**config.mk**
```make
export PLATFORM = sky130hd
export DESIGN_NAME = operating_mode_field_and_failure_config
export DESIGN_NICKNAME = d
export VERILOG_FILES = /design/src/hdl/operating_mode_field_pkg.sv /design/src/hdl/operating_mode_field_and_failure_config.sv
export SDC_FILE = /design/constraint.sdc
export NUM_CORES = 1
export LEC_CHECK = 0
export BUFFER_PORTS_ARGS = -buffer_cell sky130_fd_sc_hd__buf_4
export CAP_MARGIN = 20
export CORE_MARGIN = 4
export CORE_UTILIZATION = 35
export DETAILED_ROUTE_END_ITERATION = 8
export PLACE_DENSITY = 0.6
export RECOVER_POWER = 100
export SKIP_CTS_REPAIR_TIMING = 1
export SYNTH_ARGS = -nofsm -noshare
export SYNTH_HDL_FRONTEND = slang
export SYNTH_SLANG_ARGS = --single-unit
```
**constraint.sdc**
```tcl
create_clock -name clk_sys -period 15.3 [get_ports clk_sys]
set_input_delay 0.765 -clock clk_sys [delete_from_list [all_inputs] [get_ports clk_sys]]
set_output_delay 0.765 -clock clk_sys [all_outputs]
set_load 0.005 [all_outputs]
```
**src/hdl/operating_mode_field_pkg.sv**
```systemverilog
// constants, types and status layout for the operating-mode sequencer
package operating_mode_field_pkg;

	// ------------------------------------------------------------
	// clock and time constants
	// ------------------------------------------------------------
	localparam int CLK_MHZ                = 50;
	localparam int LONG_OPEN_WINDOW_US    = 200000;
	localparam int RESET_DELAY_TIME_US    = 10000;
	localparam int CONFIG_FILTER_TIME_US  = 10;
	localparam int WD_BASE_PERIOD_US      = 10000;
	localparam int LONG_OPEN_WINDOW_CYC   = LONG_OPEN_WINDOW_US * CLK_MHZ;
	localparam int RESET_DELAY_TIME_CYC   = RESET_DELAY_TIME_US * CLK_MHZ;
	localparam int CONFIG_FILTER_TIME_CYC = CONFIG_FILTER_TIME_US * CLK_MHZ;
	localparam int WD_BASE_PERIOD_CYC     = WD_BASE_PERIOD_US * CLK_MHZ;

	// ------------------------------------------------------------
	// serial frame layout
	// ------------------------------------------------------------
	localparam int         FRAME_BITS      = 16;
	localparam int         FRAME_WRITE_BIT = 15;
	localparam int         FRAME_TGT_LSB   = 12;
	localparam logic [1:0] TGT_MODE        = 2'h0;
	localparam logic [1:0] TGT_WD          = 2'h1;
	localparam logic [1:0] TGT_HW          = 2'h2;
	localparam logic [1:0] TGT_STAT        = 2'h3;
	localparam int         MODE_FIELD_LSB  = 0;
	localparam int         OV_RST_BIT      = 2;
	localparam int         WD_SET_LSB      = 0;
	localparam int         CFG_BIT         = 0;
	localparam int         CLR_POR_BIT     = 1;
	localparam int         CLR_OV_BIT      = 2;
	localparam int         CLR_WAKE_BIT    = 3;

	// ------------------------------------------------------------
	// mode field codes and reset values
	// ------------------------------------------------------------
	localparam logic [1:0] MODE_NORMAL  = 2'h0;
	localparam logic [1:0] MODE_SLEEP   = 2'h1;
	localparam logic [1:0] MODE_STOP    = 2'h2;
	localparam logic       CFG_RESET    = 1'b1;
	localparam logic       OV_RST_RESET = 1'b0;
	localparam logic [3:0] WD_SET_RESET = 4'h0;
	localparam logic [1:0] WD_FAILS_MAX = 2'h2;

	typedef enum logic [2:0] {
		ST_INIT,
		ST_NORMAL,
		ST_STOP,
		ST_SLEEP,
		ST_RESTART,
		ST_FAILSAFE
	} op_state_t;

	// readback word: hardware control and wake-level status bits
	typedef struct packed {
		logic [1:0] operating_mode_field;
		logic       pin_latched_level;
		logic       cfg;
		logic       overvoltage_flag;
		logic       por_flag;
		logic       wake_seen;
		logic       dev_mode;
	} status_t;

endpackage : operating_mode_field_pkg

```
**src/hdl/operating_mode_field_and_failure_config.sv**
```systemverilog
// operating-mode state machine with pin-latched failure configuration
`timescale 1ns/1ps
module operating_mode_field_and_failure_config #(
	parameter int LONG_OPEN_WINDOW_CYCLES = operating_mode_field_pkg::LONG_OPEN_WINDOW_CYC,
	parameter int RESET_DELAY_CYCLES      = operating_mode_field_pkg::RESET_DELAY_TIME_CYC,
	parameter int WD_BASE_CYCLES          = operating_mode_field_pkg::WD_BASE_PERIOD_CYC
) (
	input  wire logic                    clk_sys,
	input  wire logic                    arst_n,
	input  wire logic                    main_reg_ok,
	input  wire logic                    main_reg_ov,
	input  wire logic                    overtemp,
	input  wire logic                    wake_can,
	input  wire logic                    wake_lin,
	input  wire logic                    wake_pin,
	input  wire logic                    test_pin,
	input  wire logic                    int_pin_in,
	output logic                         int_pd_en,
	input  wire logic                    spi_cs_n,
	input  wire logic                    spi_sck,
	input  wire logic                    spi_mosi,
	output logic                         spi_miso,
	output logic                         reset_output,
	output logic                         main_reg_en,
	output logic                         fail_outputs,
	output logic                         wd_fail_evt,
	output operating_mode_field_pkg::op_state_t      op_state,
	output operating_mode_field_pkg::status_t        status
);
	import operating_mode_field_pkg::*;

	// serial, watchdog, delay and filter state
	logic [31:0] wd_cnt, wd_limit, rd_cnt;
	logic [15:0] rx_shift, tx_shift, flt_cnt;
	logic [4:0]  bit_cnt;
	logic [3:0]  wd_setting;
	logic [1:0]  operating_mode_field, wd_fails;
	logic        sck_q, cs_q, frame_end, frame_ok, wr_frame, wr_mode, wr_wd, wr_hw;
	logic        ov_reset_enable, cfg, por_flag, overvoltage_flag, wake_seen, dev_mode;
	logic        pin_latched_level, wd_long, wd_run, rd_done, cfg_q, flt_stable;
	logic        ov_q, ot_q, ov_evt, ot_release, wake_any, ro_rise;

	// frame decode, input edges and readback shared by the processes below
	assign frame_ok   = (bit_cnt == 5'(FRAME_BITS));
	assign wr_frame   = frame_end && frame_ok && rx_shift[FRAME_WRITE_BIT];
	assign wr_mode    = wr_frame && rx_shift[FRAME_TGT_LSB +: 2] == TGT_MODE;
	assign wr_wd      = wr_frame && rx_shift[FRAME_TGT_LSB +: 2] == TGT_WD;
	assign wr_hw      = wr_frame && rx_shift[FRAME_TGT_LSB +: 2] == TGT_HW;
	assign ov_evt     = main_reg_ov && !ov_q;
	assign ot_release = ot_q && !overtemp;
	assign wake_any   = wake_can || wake_lin || wake_pin;
	assign rd_done    = (rd_cnt >= 32'(RESET_DELAY_CYCLES - 1));
	assign ro_rise    = rd_done && !reset_output && main_reg_ok && !main_reg_ov
	                    && (op_state == ST_INIT || op_state == ST_RESTART);
	assign spi_miso   = tx_shift[15];
	assign status     = {operating_mode_field, pin_latched_level, cfg, overvoltage_flag,
	                     por_flag, wake_seen, dev_mode};

	// ------------------------------------------------------------
	// serial frame receiver, sixteen bits per frame
	// ------------------------------------------------------------
	// edge history of the serial clock and select inputs and the overvoltage and overtemperature inputs
	always_ff @(posedge clk_sys or negedge arst_n) begin
		if (!arst_n) begin
			sck_q <= 1'b0;
			cs_q  <= 1'b1;
			ov_q  <= 1'b0;
			ot_q  <= 1'b0;
		end else begin
			sck_q <= spi_sck;
			cs_q  <= spi_cs_n;
			ov_q  <= main_reg_ov;
			ot_q  <= overtemp;
		end
	end

	// shift in on rising clock, out on falling; reply loaded at select
	always_ff @(posedge clk_sys or negedge arst_n) begin
		if (!arst_n) begin
			rx_shift  <= 16'h0000;
			tx_shift  <= 16'h0000;
			bit_cnt   <= 5'h00;
			frame_end <= 1'b0;
		end else begin
			frame_end <= 1'b0;
			if (cs_q && !spi_cs_n) begin
				bit_cnt  <= 5'h00;
				tx_shift <= {8'h00, status};
			end else if (!spi_cs_n && spi_sck && !sck_q) begin
				rx_shift <= {rx_shift[14:0], spi_mosi};
				if (bit_cnt != 5'h1F)
					bit_cnt <= bit_cnt + 5'h01;
			end else if (!spi_cs_n && !spi_sck && sck_q) begin
				tx_shift <= {tx_shift[14:0], 1'b0};
			end
			if (!cs_q && spi_cs_n)
				frame_end <= 1'b1;  // any frame, legal or not
		end
	end

	// ------------------------------------------------------------
	// software control bits
	// ------------------------------------------------------------
	// the mode field is forced to normal in restart so it mirrors the mode
	always_ff @(posedge clk_sys or negedge arst_n) begin
		if (!arst_n) begin
			operating_mode_field <= MODE_NORMAL;
			ov_reset_enable      <= OV_RST_RESET;
			cfg                  <= CFG_RESET;
		end else begin
			if (op_state == ST_RESTART)
				operating_mode_field <= MODE_NORMAL;
			else if (wr_mode)
				operating_mode_field <= rx_shift[MODE_FIELD_LSB +: 2];
			if (wr_mode)
				ov_reset_enable <= rx_shift[OV_RST_BIT];
			if (wr_hw)
				cfg <= rx_shift[CFG_BIT];
		end
	end

	// sticky flags: a hardware set in the same cycle beats a clear
	always_ff @(posedge clk_sys or negedge arst_n) begin
		if (!arst_n) begin
			por_flag         <= 1'b1;
			overvoltage_flag <= 1'b0;
			wake_seen        <= 1'b0;
		end else begin
			if (wr_hw && rx_shift[CLR_POR_BIT])
				por_flag <= 1'b0;
			if (ov_evt)
				overvoltage_flag <= 1'b1;
			else if (wr_hw && rx_shift[CLR_OV_BIT])
				overvoltage_flag <= 1'b0;
			if (wake_any && op_state != ST_INIT)
				wake_seen <= 1'b1;
			else if (wr_hw && rx_shift[CLR_WAKE_BIT])
				wake_seen <= 1'b0;
		end
	end

	// ------------------------------------------------------------
	// reset delay and hardware configuration capture
	// ------------------------------------------------------------
	// counts only while the regulator is good and the reset is held low
	always_ff @(posedge clk_sys or negedge arst_n) begin
		if (!arst_n) begin
			rd_cnt <= 32'h0000_0000;
		end else if (reset_output || !main_reg_ok || main_reg_ov
		             || (op_state != ST_INIT && op_state != ST_RESTART)) begin
			rd_cnt <= 32'h0000_0000;
		end else if (!rd_done) begin
			rd_cnt <= rd_cnt + 32'h0000_0001;
		end
	end

	// pull-down is on whenever reset is low and the regulator is good, and only while por is set
	assign int_pd_en = !reset_output && main_reg_ok && por_flag;

	// continuous filter: level must hold unchanged for the filter time
	always_ff @(posedge clk_sys or negedge arst_n) begin
		if (!arst_n) begin
			cfg_q      <= 1'b0;
			flt_cnt    <= 16'h0000;
			flt_stable <= 1'b0;
		end else begin
			cfg_q <= int_pin_in;
			if (!int_pd_en || int_pin_in != cfg_q) begin
				flt_cnt    <= 16'h0000;
				flt_stable <= 1'b0;
			end else if (flt_cnt >= 16'(CONFIG_FILTER_TIME_CYC - 1)) begin
				flt_stable <= 1'b1;
			end else begin
				flt_cnt <= flt_cnt + 16'h0001;
			end
		end
	end

	// latched at each reset release while por is set; once por is cleared only power loss (async reset) frees it
	always_ff @(posedge clk_sys or negedge arst_n) begin
		if (!arst_n) begin
			pin_latched_level <= 1'b0;
		end else if (ro_rise && por_flag) begin
			pin_latched_level <= flt_stable && cfg_q;
		end
	end

	// development mode is chosen from the test pin while still in init
	always_ff @(posedge clk_sys or negedge arst_n) begin
		if (!arst_n) begin
			dev_mode <= 1'b0;
		end else if (op_state == ST_INIT) begin
			dev_mode <= !test_pin;
		end
	end

	// ------------------------------------------------------------
	// watchdog
	// ------------------------------------------------------------
	assign wd_run   = reset_output && !dev_mode
	                  && (op_state == ST_INIT || op_state == ST_NORMAL
	                      || op_state == ST_STOP);
	assign wd_limit = wd_long ? 32'(LONG_OPEN_WINDOW_CYCLES - 1)  // setting 15 must not wrap
	                          : 32'(WD_BASE_CYCLES) * {27'h0, {1'b0, wd_setting} + 5'h01} - 32'h1;

	// a trigger restarts the window; restart re-arms the long window
	always_ff @(posedge clk_sys or negedge arst_n) begin
		if (!arst_n) begin
			wd_long     <= 1'b1;
			wd_cnt      <= 32'h0000_0000;
			wd_setting  <= WD_SET_RESET;
			wd_fail_evt <= 1'b0;
		end else begin
			wd_fail_evt <= 1'b0;
			if (op_state == ST_RESTART || !wd_run) begin
				wd_cnt <= 32'h0000_0000;
				if (op_state == ST_RESTART)
					wd_long <= 1'b1;
			end else if (wr_wd) begin
				wd_setting <= rx_shift[WD_SET_LSB +: 4];
				wd_long    <= 1'b0;
				wd_cnt     <= 32'h0000_0000;
			end else if (wd_cnt >= wd_limit) begin
				wd_fail_evt <= 1'b1;
				wd_cnt      <= 32'h0000_0000;
			end else begin
				wd_cnt <= wd_cnt + 32'h0000_0001;
			end
		end
	end

	// failure count saturates at two; fail outputs latch until power loss
	always_ff @(posedge clk_sys or negedge arst_n) begin
		if (!arst_n) begin
			wd_fails     <= 2'h0;
			fail_outputs <= 1'b0;
		end else begin
			if (wd_fail_evt && wd_fails != WD_FAILS_MAX)
				wd_fails <= wd_fails + 2'h1;
			if (wd_fail_evt && (cfg || wd_fails != 2'h0))
				fail_outputs <= 1'b1;
			if (ov_evt && ov_reset_enable)
				fail_outputs <= 1'b1;
		end
	end

	// ------------------------------------------------------------
	// operating-mode state machine
	// ------------------------------------------------------------
	always_ff @(posedge clk_sys or negedge arst_n) begin
		if (!arst_n) begin
			op_state     <= ST_INIT;
			reset_output <= 1'b0;
			main_reg_en  <= 1'b1;
		end else begin
			if (ro_rise)
				reset_output <= 1'b1;
			if (wd_fail_evt) begin
				reset_output <= 1'b0;
				if (pin_latched_level || (!cfg && wd_fails == 2'h0))
					op_state <= ST_RESTART;
				else begin
					op_state    <= ST_FAILSAFE;
					main_reg_en <= 1'b0;
				end
			end else if (ov_evt && ov_reset_enable) begin
				reset_output <= 1'b0;
				if (pin_latched_level)
					op_state <= ST_RESTART;
				else begin
					op_state    <= ST_FAILSAFE;
					main_reg_en <= 1'b0;
				end
			end else begin
				unique case (op_state)
					ST_INIT: begin
						if (frame_end && reset_output)
							op_state <= ST_NORMAL;
					end
					ST_NORMAL, ST_STOP: begin
						if (!main_reg_ok) begin
							op_state     <= ST_RESTART;
							reset_output <= 1'b0;
						end else if (wr_mode) begin
							unique case (rx_shift[MODE_FIELD_LSB +: 2])
								MODE_STOP:  op_state <= ST_STOP;
								MODE_SLEEP: begin
									op_state     <= ST_SLEEP;
									main_reg_en  <= 1'b0;
									reset_output <= 1'b0;
								end
								default:    op_state <= ST_NORMAL;
							endcase
						end
					end
					ST_SLEEP: begin
						if (wake_any) begin
							op_state    <= ST_RESTART;
							main_reg_en <= 1'b1;
						end
					end
					ST_RESTART: begin
						if (ro_rise)
							op_state <= ST_NORMAL;
					end
					ST_FAILSAFE: begin
						if (wake_any || ot_release) begin
							op_state    <= ST_RESTART;
							main_reg_en <= 1'b1;
						end
					end
				endcase
			end
		end
	end

endmodule : operating_mode_field_and_failure_config

```
; Yosys cells after proc, flatten, opt, wreduce, memory -nomap -nowiden
; Cells that the tools add are included.
[op_classes]
n_addsub = 7
multipliers = 1
div_mod_pow = 0
order_cmp = 3
eq_ne = 28
shifts = 0
muxes = 60
bitwise = 2
reduce_logical = 83
[op_table]
columns = op, n
row1 = 32-bit 2-to-1 mux, 6
row2 = 16-bit 2-to-1 mux, 5
row3 = 32-bit by 1-bit adder with 32-bit output (second input constant), 2
row4 = 1-bit logical AND, 33
row5 = 1-bit 2-to-1 mux, 33
row6 = 32-bit by 19-bit >= comparator with 1-bit output (second input constant), 1
row7 = 32-bit >= comparator, 1
row8 = 24-bit by 1-bit subtractor with 25-bit output (second input constant), 1
row9 = 3-bit 2-to-1 mux, 8
row10 = 4-bit inequality test (second input constant), 5
row11 = 2-bit nonzero test, 10
row12 = 14-bit by 5-bit multiplier with 19-bit output (first input constant), 1
row13 = 16-bit by 1-bit adder with 16-bit output (second input constant), 1
row14 = 16-bit by 9-bit >= comparator with 1-bit output (second input constant), 1
row15 = 5-bit 2-to-1 mux, 3
row16 = 3-bit case mux with 5 select lines, 1
row17 = 1-bit logical NOT, 14
row18 = 1-bit logical OR, 13
row19 = 2-bit inequality test (second input constant), 5
row20 = 5-bit inequality test (second input constant), 2
row21 = 2-bit AND reduction, 5
row22 = 8-bit AND reduction, 1
row23 = 3-bit by 2-bit equality test with 1-bit output (second input constant), 2
row24 = 3-bit equality test (second input constant), 2
row25 = 22 further kinds, 28
[totals]
register_bits = 147
latchBits = 0
ram_bits = 0
romBits = 0
output_inout_bits = 17
n_memories = 0

; Logic depth before layout (Yosys ltp)
[logic_depth]
ltp_word = 12
ltp_mapped = 27
ltp_nobuf = 23

; Worst setup path before layout
; OpenSTA, ideal clock, no wires.
[synth_timing]
kind = reg2reg
from = register wd_setting[0]
to = register wd_cnt[10]
arrival_time_ns = 6.771
required_time_ns = 15.228
setup_slack_ns = 8.456
path_stages_with_launch = 27
path_buffers = 3
synth_period_minus_slack_ns = 6.844
cell_sequence = dfrtp_1 > buf_2 > nand3_1 > xnor2_1 > ha_1 > inv_1 > fa_1 > fa_1 > inv_1 > ha_1 > a2111oi_0 > o31ai_1 > nand2_1 > or3b_1 > and3_1 > or3_1 > or4_1 > ha_1 > a21o_1 > a21o_1 > a21o_1 > a31oi_1 > o221ai_1 > or3_1 > clkbuf_1 > clkbuf_1 > nor2_1
[synth_via]
elab_chain_len = 8
[synth_lines]
columns = element, line_no
row1 = from (decl), operating_mode_field_and_failure_config.sv:36  ; logic [3:0] wd_setting;
row2 = from (signal assigned), operating_mode_field_and_failure_config.sv:220  ; wd_setting <= rx_shift[WD_SET_LSB +: 4];
row3 = 4-bit by 1-bit adder with 5-bit output, operating_mode_field_and_failure_config.sv:204  ; : 32'(WD_BASE_CYCLES) * {27'h0, {1'b0, wd_setting} + 5'h01} - 32'h1;
row4 = 14-bit by 5-bit multiplier with 19-bit output, operating_mode_field_and_failure_config.sv:204
row5 = 24-bit by 1-bit subtractor with 25-bit output, operating_mode_field_and_failure_config.sv:204
row6 = 32-bit 2-to-1 mux, operating_mode_field_and_failure_config.sv:203  ; assign wd_limit = wd_long ? 32'(LONG_OPEN_WINDOW_CYCLES - 1)
row7 = 32-bit >= comparator, operating_mode_field_and_failure_config.sv:223  ; end else if (wd_cnt >= wd_limit) begin
row8 = 32-bit 2-to-1 mux, operating_mode_field_and_failure_config.sv:223
row9 = 32-bit 2-to-1 mux, operating_mode_field_and_failure_config.sv:219  ; end else if (wr_wd) begin
row10 = 32-bit 2-to-1 mux, operating_mode_field_and_failure_config.sv:215  ; if (op_state == ST_RESTART || !wd_run) begin
row11 = to (signal assigned), operating_mode_field_and_failure_config.sv:227  ; wd_cnt <= wd_cnt + 32'h0000_0001;
row12 = to (decl), operating_mode_field_and_failure_config.sv:33  ; logic [31:0] wd_cnt, wd_limit, rd_cnt;
; Every way passes these cells.
; A chain may end at the register's enable or synchronous reset.

; Worst setup path after layout
[layout_timing]
from = register wd_setting[0]
to = register wd_cnt[0]
; The elaborated chain is that of the path after synthesis.

==> flow_metrics.env <==
export IMPL_critPathCaptureType="register"
export IMPL_overflow=0
export IMPL_drtIter0Drc=287
export IMPL_clockBufferDepth=2
export IMPL_fin_crit_sh_pct=52.49
export IMPL_dpl_worst_slack_ns=7.503
export IMPL_synth_fp_nets=983
export IMPL_synth_top_cell_area_share_pct=41.00
export IMPL_critPathLaunchType="register"
export IMPL_relSlewSlack_pct=-182.4
export IMPL_min_period_ns=8.030
export IMPL_crit_fanout=27
export IMPL_gp_congestion=0.8544
export IMPL_ys_types=64
export IMPL_yosysTopAreaCell="dfrtp_1"
export IMPL_crit_buf_inv=3
export IMPL_grt_setup_unrepaired="no"
export IMPL_cts_root_buf="clkbuf_16"
export IMPL_outcome="finished with violations"
export IMPL_power_density_nw_per_um2=99.80
export IMPL_synth_edf_count=0
export IMPL_grt_total_usage_pct=14.14
export IMPL_firstDrtPassIters=6
export IMPL_clock_sinks=147
export IMPL_peakVddDrop_mv=0.08017
export IMPL_core_area_sq_um=24320
export IMPL_syn_inst=897
export IMPL_die_h_um=165.4
export IMPL_min_from="overtemp"
export IMPL_max_stage_delay_ns=0.65
export IMPL_die_area_sq_um=27340
export IMPL_pin_count=30
export IMPL_cap_viol_max_count=2
export IMPL_start_util_pct=35.63
export IMPL_drive_gt1_share_pct=9.140
export IMPL_rrSetupSlack_ns=7.27
export IMPL_final_hold_viol_count=0
export IMPL_skew_ns=0.01146
export IMPL_crit_top_cell="ha_1"
export IMPL_r2r_start="wd_setting[0]"
export IMPL_ys_warn_count=0
export IMPL_setup_viol=0
export IMPL_startpoint="wd_setting[0]"
export IMPL_violations="capacitance limit, slew limit"
export IMPL_worst_pin_slew_ns=4.236
export IMPL_synthFlopType="dfrtp_1"
export IMPL_ys_seq_area_share_pct=42.52
export IMPL_synth_area_leaders="dfrtp_1 41%, ha_1 9.7%, xor2_1 5.3%"
export IMPL_slowest_stage="dfrtp_1"
export IMPL_ant_nets=0
export IMPL_grt_pass1_vias=6370
export IMPL_port_buffers=29
export IMPL_drt_wl_total_um=18110
export IMPL_setup_slack_ns=7.270
export IMPL_dieWidth_um=165.4
export IMPL_ys_ff_latch=147
export IMPL_finalMaxSlewViolations=150
export IMPL_drc=0
export IMPL_num_antenna_cells=0
export IMPL_critPathTopFamily="simple AND/OR/NAND/NOR gates"
export IMPL_finalSetupTns_ns=0
export IMPL_routedWlPerCell_um=14.44
export IMPL_clock_latency_ns=0.42
export IMPL_leakage_nw=4.468
export IMPL_max_clock_freq_mhz=124.5
export IMPL_numPlacedInstances=1221
export IMPL_antenna_found_initial=0
export IMPL_worstPathRequired_ns=15.63
export IMPL_layout_cells_non_filler=1254
export IMPL_via_per_inst=5.093
export IMPL_syn2layout_area_growth_pct=12.37
export IMPL_async_reset_ff_share_pct=100.0
export IMPL_grt_pass1_wl_um=31660
export IMPL_hold_path_class="input pin to register"
export IMPL_crit_type="register to register"
export IMPL_cts_tree="built"
export IMPL_fin_nets=1003
export IMPL_vias=6387
export IMPL_hpwl_um=13000
export IMPL_clkTransAtPathRegs_ns=0.06
export IMPL_htree_levels=4
export IMPL_grt_start_max_net_pins=80
export IMPL_cp_cell_sequence="ha_1 -> xor2_1 -> inv_1 -> fa_1 -> fa_1 -> inv_1 -> ha_1 -> ha_1 -> a2111oi_0 -> o31ai_1 -> nand2_1 -> or3b_1 -> and3_1 -> or3_1 -> or4_1 -> ha_1 -> a21o_1 -> a21o_1 -> a21o_1 -> a31oi_1 -> o221ai_1 -> or3_1 -> clkbuf_1 -> nor2_1"
export IMPL_synth_area_per_cell_sq_um=9.661
export IMPL_cts_buffers=17
export IMPL_worstPathArrival_ns=8.36
export IMPL_syn_area_sq_um=8666
export IMPL_num_rows=57
through the flow:
step                      power (mW)  cell area, sq um  hold slack (ns)  utilization (%)
final                         0.9719              9738           0.4859            40.04
after floorplan               0.5111              8666           0.4437                -
after global routing           1.018              9738           0.4605            40.04
after global placement        0.5491              9164           0.4701            37.68
after CTS                     0.9859              9776           0.3872            40.20
after detailed placement      0.5494              9164           0.4665            37.68
sequential cells by signal (all words and copies together), names as in the netlist, 3 cells and up:
name        count
flt_cnt        16
tx_shift       16
wd_setting      4
wd_cnt         32
rx_shift       16
rd_cnt         32
bit_cnt         5
op_state        3
placed cells by master, fill, tap and decap left out, drive strengths merged, types with 6 or more instances in the layout:
master,count
nand3b,6
xor2,52
or3,8
ha,67
and2,22
o21ai,26
and4,8
nand2,89
nand2b,10
a221o,7
clkbuf,42
nor3,15
nand3,30
a31oi,8
fa,6
inv,43
and3,15
a21o,14
nand4,22
a21oi,39
nor2,104
nor2b,10
xnor2,29
mux2,20
dfrtp,142
mux2i,7
buf,11
or4,6
cell type report:
| class | instances | area, sq um |
|---|---|---|
| flip-flops and latches | 147 | 3685 |
| well taps | 324 | 405.4 |
| multi-input cells | 681 | 4684 |
| fillers | 2380 | 14580 |
| clock buffers | 19 | 442.9 |
| clock inverters | 13 | 168.9 |
| inverters | 36 | 137.6 |
| repair buffers | 34 | 214.0 |
routing by layer:
metal  up-vias  share of wire [%]  GRT usage [%]  wire length, um
met1      3145                 50          20.33             9137
met2        56                 46          21.94             8387
met5         -                  0              0                0
met4         0                1.0          3.000              182
li1       3172                  -              -                -
met3        14                2.2          3.202              400
path summary, 6_finish.rpt:
kind	cells after the start	end
max in group asynchronous	2	wd_cnt[7]
min reg2reg	1	rd_cnt[22]
min	1	ot_q
max reg2reg	24	wd_cnt[0]
min in group asynchronous	1	bit_cnt[0]
max	24	wd_cnt[0]
power breakdown:
group	total, mW	leakage (nW)	internal [mW]	switching, mW
registers	0.438	1.98	0.409	0.0289
logic	0.101	2.19	0.0463	0.0547
clock network	0.433	0.294	0.252	0.181
total	0.972	4.47	0.707	0.265
worst reg2reg max path, cell delays in order (launching register included):
cell and delay (ns):
dfrtp_1 0.65, ha_1 0.39, xor2_1 0.43, inv_1 0.16
fa_1 0.51, fa_1 0.55, inv_1 0.04, ha_1 0.28
ha_1 0.25, a2111oi_0 0.38, o31ai_1 0.21, nand2_1 0.11
or3b_1 0.33, and3_1 0.19, or3_1 0.42, or4_1 0.61
ha_1 0.37, a21o_1 0.16, a21o_1 0.17, a21o_1 0.17
a31oi_1 0.15, o221ai_1 0.15, or3_1 0.49, clkbuf_1 0.53
nor2_1 0.25
synthesized netlist by cell type, types with 3 or more instances:
library cell  instances
nand2b_1             10
nor2b_1              10
o21a_1                3
a21boi_0              4
xor2_1               52
a21oi_1              38
buf_4                 9
and2_1               22
o31ai_1               4
or4_1                 6
o21ai_0              26
and4_1                8
ha_1                 67
dfstp_2               5
dfrtp_1             142
nor4_1                5
a31oi_1               8
a221o_1               7
or2_2                 5
nand4_1              22
clkbuf_1             22
and3_1               15
mux2i_1               7
or3_1                 8
nor3_1               15
inv_1                35
a21o_1               14
nor2_1              104
nand3b_1              6
xnor2_1              29
a311o_1               3
a2111oi_0             3
o211ai_1              3
nand2_1              89
nor3b_1               3
mux2_2               19
nand3_1              30
fa_1                  6
logic make-up (layout without fill, tap and decap cells):
| logic type | Yosys count | after routing | share of synthesized area, % |
|---|---|---|---|
| AO/OA/AOI/OAI | 135 | 135 | 10.58 |
| XOR/XNOR | 81 | 81 | 8.187 |
| adder cells (fa/ha/maj) | 73 | 73 | 11.06 |
| buffers and inverters | 69 | 102 | 3.422 |
| flip-flops | 147 | 147 | 42.52 |
| multiplexers | 27 | 27 | 3.408 |
| AND/OR/NAND/NOR | 365 | 365 | 20.82 |
Note: power is estimated with default switching activity, not from simulation.
